==> src/verilog/exec_pkg.sv <==
// Shared constants and types for the bit, clear and call executor
package exec_pkg;
    localparam int WORD_W = 14;
    localparam int PC_W = 13;
    localparam int DATA_W = 8;
    localparam int ADDR_W = 7;
    localparam int TARGET_W = 11;
    // Opcode fields and their values
    localparam int BIT_OP_LSB = 10;
    localparam logic [3:0] BIT_FORCE_HIGH_CODE = 4'h5;
    localparam logic [3:0] BIT_CHECK_SKIP_HIGH_CODE = 4'h7;
    localparam int WIPE_OP_LSB = 7;
    localparam logic [6:0] REGISTER_WIPE_CODE = 7'h03;
    localparam int CALL_OP_LSB = 11;
    localparam logic [2:0] CALL_CODE = 3'h4;
    // Operand fields
    localparam int BIT_SEL_LSB = 7;
    localparam int ADDR_LSB = 0;
    localparam int TARGET_LSB = 0;
    localparam int LATCH_HI_LSB = 3;
    // Word executed in place of a discarded fetch
    localparam logic [WORD_W-1:0] NOP_WORD = 14'h0000;
    // Reset values, zero data and the bit-set mask
    localparam logic [PC_W-1:0] PC_RESET = 13'h0000;
    localparam logic [DATA_W-1:0] DATA_ZERO = 8'h00;
    localparam logic [DATA_W-1:0] BIT_ONE = 8'h01;

    typedef enum logic [2:0] {
        op_other,
        bit_force_high_op,
        bit_check_skip_high_op,
        register_wipe_op,
        call_op
    } op_t;
endpackage

==> src/verilog/decode_if.sv <==
// Decoded instruction fields passed from decoder to executor
`timescale 1ns/1ps
interface decode_if;
    logic [exec_pkg::WORD_W-1:0] word;
    exec_pkg::op_t op;
    logic [2:0] bit_sel;
    logic [exec_pkg::ADDR_W-1:0] addr;
    logic [exec_pkg::TARGET_W-1:0] target;
    modport dec (input word, output op, bit_sel, addr, target);
    modport exec (output word, input op, bit_sel, addr, target);
endinterface

==> src/verilog/bit_clear_call_exec.sv <==
// Fetch and execute of bit set, bit test skip, clear and call
// Function
// - Bit set forces one bit, one cycle
// - Set bit skips: fetched word becomes NOP
// - Clear writes zero, sets zero flag
// - Call pushes program counter plus one
// - Call loads eleven-bit target into PC low
// - Call loads PC 12:11 from latch 4:3
// - Call takes two cycles, one word
`timescale 1ns/1ps
module bit_clear_call_exec (
    // Clock and reset
    input wire logic clk,
    input wire logic rst_n,
    // Instruction cycle and program memory
    input wire logic cyc_en,
    input wire logic [13:0] instr,
    output logic [12:0] fetch_addr,
    // Program counter upper latch
    input wire logic [7:0] pc_upper_latch,
    // Data register file
    output logic [6:0] reg_addr,
    input wire logic [7:0] reg_rd_data,
    output logic reg_wr_en,
    output logic [6:0] reg_wr_addr,
    output logic [7:0] reg_wr_data,
    // Zero flag
    output logic z_wr_en,
    output logic z_wr_val,
    // Hardware stack
    output logic stack_push,
    output logic [12:0] stack_top,
    // Fetched word thrown away
    output logic discard
);
    typedef struct packed {
        logic [exec_pkg::PC_W-1:0] pc;
        logic [exec_pkg::WORD_W-1:0] ir;
        logic wr_en;
        logic [exec_pkg::ADDR_W-1:0] wr_addr;
        logic [exec_pkg::DATA_W-1:0] wr_data;
        logic z_we;
        logic z_val;
        logic push;
        logic [exec_pkg::PC_W-1:0] push_data;
        logic discard;
    } state_t;

    state_t st_r;
    state_t st_nxt;
    decode_if d ();

    assign d.word = st_r.ir;

    word_decoder u_dec (
        .d(d)
    );

    always_comb begin
        st_nxt = st_r;
        // Strobes last one clock only
        st_nxt.wr_en = 1'b0;
        st_nxt.z_we = 1'b0;
        st_nxt.push = 1'b0;
        st_nxt.discard = 1'b0;
        if (cyc_en) begin
            st_nxt.ir = instr;
            st_nxt.pc = st_r.pc + 13'h0001;
            st_nxt.wr_addr = d.addr;
            unique case (d.op)
                exec_pkg::bit_force_high_op: begin
                    st_nxt.wr_en = 1'b1;
                    st_nxt.wr_data = reg_rd_data |
                        (exec_pkg::BIT_ONE << d.bit_sel);
                end
                exec_pkg::bit_check_skip_high_op: begin
                    // Flags stay put, only the pipeline changes
                    if (reg_rd_data[d.bit_sel]) begin
                        st_nxt.ir = exec_pkg::NOP_WORD;
                        st_nxt.discard = 1'b1;
                    end
                end
                exec_pkg::register_wipe_op: begin
                    st_nxt.wr_en = 1'b1;
                    st_nxt.wr_data = exec_pkg::DATA_ZERO;
                    st_nxt.z_we = 1'b1;
                    st_nxt.z_val = 1'b1;
                end
                exec_pkg::call_op: begin
                    // Word at pc is already the next one, so pc is PC+1
                    st_nxt.push = 1'b1;
                    st_nxt.push_data = st_r.pc;
                    st_nxt.pc = {pc_upper_latch[exec_pkg::LATCH_HI_LSB +: 2],
                                 d.target};
                    // Second cycle runs a NOP while the target is fetched
                    st_nxt.ir = exec_pkg::NOP_WORD;
                    st_nxt.discard = 1'b1;
                end
                exec_pkg::op_other: begin
                end
            endcase
        end
    end

    always_ff @(posedge clk or negedge rst_n) begin
        if (!rst_n) begin
            st_r <= '{pc: exec_pkg::PC_RESET, ir: exec_pkg::NOP_WORD,
                      wr_en: 1'b0, wr_addr: '0,
                      wr_data: exec_pkg::DATA_ZERO, z_we: 1'b0,
                      z_val: 1'b0, push: 1'b0,
                      push_data: exec_pkg::PC_RESET, discard: 1'b0};
        end else begin
            st_r <= st_nxt;
        end
    end

    assign fetch_addr = st_r.pc;
    assign reg_addr = st_r.ir[exec_pkg::ADDR_LSB +: exec_pkg::ADDR_W];
    assign reg_wr_en = st_r.wr_en;
    assign reg_wr_addr = st_r.wr_addr;
    assign reg_wr_data = st_r.wr_data;
    assign z_wr_en = st_r.z_we;
    assign z_wr_val = st_r.z_val;
    assign stack_push = st_r.push;
    assign stack_top = st_r.push_data;
    assign discard = st_r.discard;

    // Checks
    logic ex_set;
    logic ex_skip_hit;
    logic ex_skip_miss;
    logic ex_wipe;
    logic ex_call;
    logic [7:0] set_expect;

    assign ex_set = cyc_en && d.op == exec_pkg::bit_force_high_op;
    assign ex_skip_hit = cyc_en && d.op == exec_pkg::bit_check_skip_high_op
        && reg_rd_data[d.bit_sel];
    assign ex_skip_miss = cyc_en && d.op == exec_pkg::bit_check_skip_high_op
        && !reg_rd_data[d.bit_sel];
    assign ex_wipe = cyc_en && d.op == exec_pkg::register_wipe_op;
    assign ex_call = cyc_en && d.op == exec_pkg::call_op;
    assign set_expect = reg_rd_data | (8'h01 << d.bit_sel);
endmodule

==> src/verilog/word_decoder.sv <==
// Instruction word decoder for the four handled operations
`timescale 1ns/1ps
module word_decoder (
    // Word in, fields out
    decode_if.dec d
);
    always_comb begin
        d.bit_sel = d.word[exec_pkg::BIT_SEL_LSB +: 3];
        d.addr = d.word[exec_pkg::ADDR_LSB +: exec_pkg::ADDR_W];
        // Full eleven bits, so any target 0 to 2047 passes
        d.target = d.word[exec_pkg::TARGET_LSB +: exec_pkg::TARGET_W];
        d.op = exec_pkg::op_other;
        if (d.word[exec_pkg::CALL_OP_LSB +: 3] == exec_pkg::CALL_CODE) begin
            d.op = exec_pkg::call_op;
        end else if (d.word[exec_pkg::BIT_OP_LSB +: 4] ==
                     exec_pkg::BIT_FORCE_HIGH_CODE) begin
            d.op = exec_pkg::bit_force_high_op;
        end else if (d.word[exec_pkg::BIT_OP_LSB +: 4] ==
                     exec_pkg::BIT_CHECK_SKIP_HIGH_CODE) begin
            d.op = exec_pkg::bit_check_skip_high_op;
        end else if (d.word[exec_pkg::WIPE_OP_LSB +: 7] ==
                     exec_pkg::REGISTER_WIPE_CODE) begin
            d.op = exec_pkg::register_wipe_op;
        end
    end
endmodule
==> config.mk <==
export PLATFORM = sky130hd
export DESIGN_NAME = bit_clear_call_exec
export DESIGN_NICKNAME = d
export VERILOG_FILES = /design/src/verilog/exec_pkg.sv /design/src/verilog/decode_if.sv /design/src/verilog/bit_clear_call_exec.sv /design/src/verilog/word_decoder.sv
export SDC_FILE = /design/constraint.sdc
export NUM_CORES = 1
export LEC_CHECK = 0
export ABC_CLOCK_PERIOD_IN_PS = 3200
export BUFFER_PORTS_ARGS = -buffer_cell sky130_fd_sc_hd__buf_4
export CORE_UTILIZATION = 40
export CTS_CLUSTER_SIZE = 8
export DETAILED_ROUTE_END_ITERATION = 7
export PLACE_DENSITY = 0.69
export SETUP_SLACK_MARGIN = 0.1
export SLEW_MARGIN = 40
export SYNTH_ARGS = -nofsm -noshare
export SYNTH_HDL_FRONTEND = slang
export SYNTH_HIERARCHICAL = 1
export SYNTH_SLANG_ARGS = --single-unit
export TNS_END_PERCENT = 50
==> constraint.sdc <==
create_clock -name clk -period 3.2 [get_ports clk]
set_clock_uncertainty 0.1 [all_clocks]
set_input_delay 0.96 -clock clk [delete_from_list [all_inputs] [get_ports clk]]
set_output_delay 0.96 -clock clk [all_outputs]
set_load 0.005 [all_outputs]
# Yosys cells after proc, flatten, opt, wreduce, memory -nomap -nowiden
# Index checks and enable logic that the tools add are counted.
# word_totals
regBits	60
word_cells	43
# classes
addsub	1
n_lt_le_gt_ge	1
eq_ne	8
shifts	1
muxes	16
bitwise_logic	1
reduce_logical	5
# ops
operator	n
$mux 33	1
$mux 14	2
$pmux 14 s2	1
$pmux 8 s2	1
$add 13x1->13 const B	1
$mux 13	1
$mux 3	3
$eq 4x3->1 const B	2
$or 8x8->8	1
$shl 1x3->8 const A	1
$eq 7x2->1 const B	1
$eq 3x2->1 const B	2
$eq 3x3->1 const B	2
$reduce_and 2->1	3
$lt 3x4->1 const B	1
$mux 2	2
$bmux 1 s3	1
$eq 3x1->1 const B	1
$mux 1	3
$pmux 1 s2	1
$reduce_bool 2->1	1
$reduce_or 2->1	1

# Longest topological paths before layout
# depth
ltp_word	9
mapped_depth	8
mapped_depth_nobuf	7

# Modules after synthesis
# Netlist, hierarchy kept.
# modules_own_cells
module	n_inst	cells_per_inst	area_each_um2	seq_area_each_um2
bit_clear_call_exec	1	273	2880.3	1501.4
word_decoder	1	27	214.0	0.0

# Worst setup path before layout
# No wires, ideal clock.
# synth_timing
path_kind	register to register
startpoint	register st_r (netlist bit d.word[12])
endpoint	register st_r (netlist bit d.word[10])
setup_time_ps	140
arrival_ps	1978
required_ps	2960
setup_slack_ps	982
stages_incl_launch_ff	8
path_buffers	1
period_less_slack_ps	2218
cell_sequence	dfrtp_1 > nand4bb_1 > o41ai_1 > inv_1 > a2111o_1 > nor3_4 > buf_8 > o22ai_2
# synth_between
elab_chain_cells	7
# synth_rtl
item	line_no	text
start, declared	bit_clear_call_exec.sv:49	state_t st_r;
start signal, assigned	bit_clear_call_exec.sv:107	st_r <= '{pc: exec_pkg::PC_RESET, ir: exec_pkg::NOP_WORD,
start signal, assigned	bit_clear_call_exec.sv:113	st_r <= st_nxt;
$eq 7x2->1	word_decoder.sv:21	end else if (d.word[exec_pkg::WIPE_OP_LSB +: 7] ==
$mux 2	word_decoder.sv:21	
$mux 3	word_decoder.sv:18	end else if (d.word[exec_pkg::BIT_OP_LSB +: 4] ==
$mux 3	word_decoder.sv:15	end else if (d.word[exec_pkg::BIT_OP_LSB +: 4] ==
$mux 3 *	word_decoder.sv:13	if (d.word[exec_pkg::CALL_OP_LSB +: 3] == exec_pkg::CALL_CODE) begin
named net d.op[1]	decode_if.sv:5	exec_pkg::op_t op;
$eq 3x3->1 or $eq 3x2->1 (tied branches)	bit_clear_call_exec.sv:70	unique case (d.op)
$pmux 14 s2 *	bit_clear_call_exec.sv:70	
# The timed path passes the listed nets; every way through them passes the cells marked *.
# A chain may end at the register's enable or synchronous reset.

# Worst setup path after layout
# layout_timing
startpoint	register st_r (netlist bit d.word[9])
endpoint	register st_r (netlist bit d.word[6])
# layout_between
elab_chain_cells	7
# layout_rtl
item	line_no
$eq 7x2->1 *	word_decoder.sv:21
$mux 2 *	word_decoder.sv:21
$mux 3 *	word_decoder.sv:18
$mux 3 *	word_decoder.sv:15
$mux 3 *	word_decoder.sv:13
named net d.op[1]	decode_if.sv:5
$eq 3x3->1 or $eq 3x2->1 (tied branches)	bit_clear_call_exec.sv:70
$pmux 14 s2 *	bit_clear_call_exec.sv:70
# The timed path passes the listed nets; every way through them passes the cells marked *. The select of a mux whose other input is x is not followed.

==> run metrics <==
layout net count 387; ys flop type dfrtp_1; clock sink count 60; Slew Viols, Final 0; commonest non-fill, non-tap cell in the layout buf_4; first-pass GRT wire length 11230 um; Core ar. 7370 um2; CTS buffer count 9; Worst-Skew Late Latency 330 ps; final hold violation count 0; deepest clock path buffer count 2; syn nets 334; Seq/Total Area, Yosys 0.4852; Max Freq 387.2 MHz; DRT iter0 DRCs 118; worst slew pin tran 624.4 ps; met1 WL 3098 um; die area 8091 um2; WS Path Type reg2reg; FF-to-FF Start d.word[9]; fin crit period 2583 ps; FF-to-FF setup slack 620 ps; Synth-to-Final Area Change 20.91%; FF+latch count, synth 60; FFs w/ async S/R, synth 1.000; All-Layer GR Usage 0.1738; # rows 31; post-cts sizing count 0; Crit path required time 3300 ps; Synth cell types 48; worst reg2reg path depth 7; Crit path buffers/inverters 2; Die Ht 89.95 um; Max-Cap Viols 0; vias in the first global route 2246; final antenna-violating net count 0; Cell Area, Synth 3094 um2; Largest delay share family, worst path compound AO/OA/AOI/OAI gates; # diodes 0; Rel. slew slack 0.5783; met2 WL 3055 um; Starting Density 0.4199; I/O pin count 86; hold_sp z_wr_val; r2r endpoint d.word[6]; Avg Cell Area, Syn 10.31 um2; crit path max fanout 15; outcome complete, no violations; Routed Wire Length 6474 um; CP max stage cell dfrtp_1; Pleak 1.760 nW; commonest cells after routing, fill and taps aside buf_4, dfrtp_1, nand2_1, mux2_2, inv_1; Worst Hold Depth 1; top routing layer in use met4; clk slew on worst S/H paths 60 ps; largest net degree at the start of global routing 61; via count 2299; unrepaired setup endpoints after global routing false; Final Cycle Share 0.8071; Critical Path Sink Type register; final setup margin 617.2 ps; Remaining DRCs 0; CP Cell Sequence nand4bb_1, o41ai_1, inv_1, a2111o_1, nor3_4, buf_4, o22ai_2; Total Power 2.809 mW; Port Buffers 79; worst hold endpoint z_wr_val; H-tree levels 3; pwr dens 750.9 nW/um2; Met3 Routed Length 256 um; GP Congestion 0.7849; Synth warnings 6; # Post-CTS Setup Buffers 0; Crit path largest cell delay 500 ps; average wire per cell in the routed design 14.20 um; CTS tree done; antenna violations before repair 0; critical path startpoint category register; drt pass-1 iters 4; chip width 89.95 um; share of cells above drive strength 1 0.3894; post-DP HPWL 4490 um; setup violators final 0; Placement Setup Slack 611.8 ps; arrival time worst endpoint 2680 ps; vias per cell 5.042; Syn Inst Count 300; Hold Crit Class reg2reg; gr ovfl total 0; maximum VDD drop 0.2460 mV; # hold bufs at CTS 0; Total Negative Setup Slacks 0 ps; Post-synth EDFFs 0; clock root buffer clkbuf_8
registers in the layout, indices dropped and copies added (netlist names):
name	cells
fetch_addr	13
z_wr_val	1
reg_wr_en	1
z_wr_en	1
stack_top	13
d.word	14
reg_wr_data	8
discard	1
stack_push	1
reg_wr_addr	7
Yosys cell counts (all sizes together) (3+ instances only):
master   n  area share
nor2    16       0.023
o21ai   19       0.031
and3     3      0.0061
buf     31       0.077
clkbuf  11       0.023
o22ai   18       0.059
inv     21       0.025
nand3    7       0.011
a21oi   13       0.021
mux2    22       0.080
nand2   35       0.042
a31oi    5       0.010
dfrtp   60        0.49
o31ai    3      0.0073
stage by stage:
| step | cell area, um2 | cells | utilization | hold slack (ps) |
|---|---|---|---|---|
| after detailed placement | 3531 | 440 | 0.4791 | 365.1 |
| final | 3741 | 456 | 0.5076 | 370.2 |
| after global routing | 3741 | 456 | 0.5076 | 420.8 |
| after global placement | 3531 | 440 | 0.4791 | 357.2 |
| after CTS | 3721 | 455 | 0.5049 | 379.8 |
| after floorplan | 3094 | 300 | - | 365.0 |
layout make-up:
cell class / count / area [um2]
Fill cell: 716 / 3628
Sequential cell: 60 / 1501
Multi-Input combinational cell: 176 / 1196
Timing Repair Buffer: 85 / 650.6
Clock buffer: 10 / 137.6
Tap cell: 99 / 123.9
Inverter: 21 / 78.83
Clock inverter: 5 / 52.55
worst register-to-register path, delay by kind of cell, from the launching register on:
| family | cells | cell delay, ps |
|---|---|---|
| AOI/OAI and AO/OA | 3 | 990 |
| buffers and inverters | 2 | 440 |
| DFF | 1 | 500 |
| and+or+nand+nor | 2 | 420 |
layer usage:
layer	vias to the layer above	track usage
li1	1128	-
met1	1109	0.2337
met2	56	0.2769
met3	6	0.04061
met4	0	0.05914
met5	-	0
power by group:
group | internal [mW] | switching (mW) | leakage (nW) | total, mW
Clock | 0.372 | 0.284 | 0.0979 | 0.656
Sequential | 1.01 | 0.245 | 0.733 | 1.26
Combinational | 0.538 | 0.360 | 0.929 | 0.898
Total | 1.92 | 0.889 | 1.76 | 2.81
worst max-delay path by stage:
stage / from / cells past startpoint / endpoint
2_1_floorplan: d.word[12] / 7 / d.word[10]
3_3_place_gp: cyc_en / 5 / d.word[11]
3_5_place_dp: d.word[9] / 7 / d.word[3]
4_1_cts: d.word[9] / 7 / d.word[6]
5_1_grt: d.word[9] / 7 / d.word[1]
6_report: d.word[9] / 7 / d.word[6]
kinds of logic (layout without fill, tap and decap cells):
family                     count (synthesis)  after routing  share of synthesized area
muxes                                     23             23                    0.08330
AOI/OAI and AO/OA                         73             73                     0.1694
DFF                                       60             60                     0.4852
adders and majority gates                  1              1                   0.004043
and+or+nand+nor                           79             79                     0.1298
buffers and inverters                     64            121                     0.1282
(Power assumes the default switching activity.)
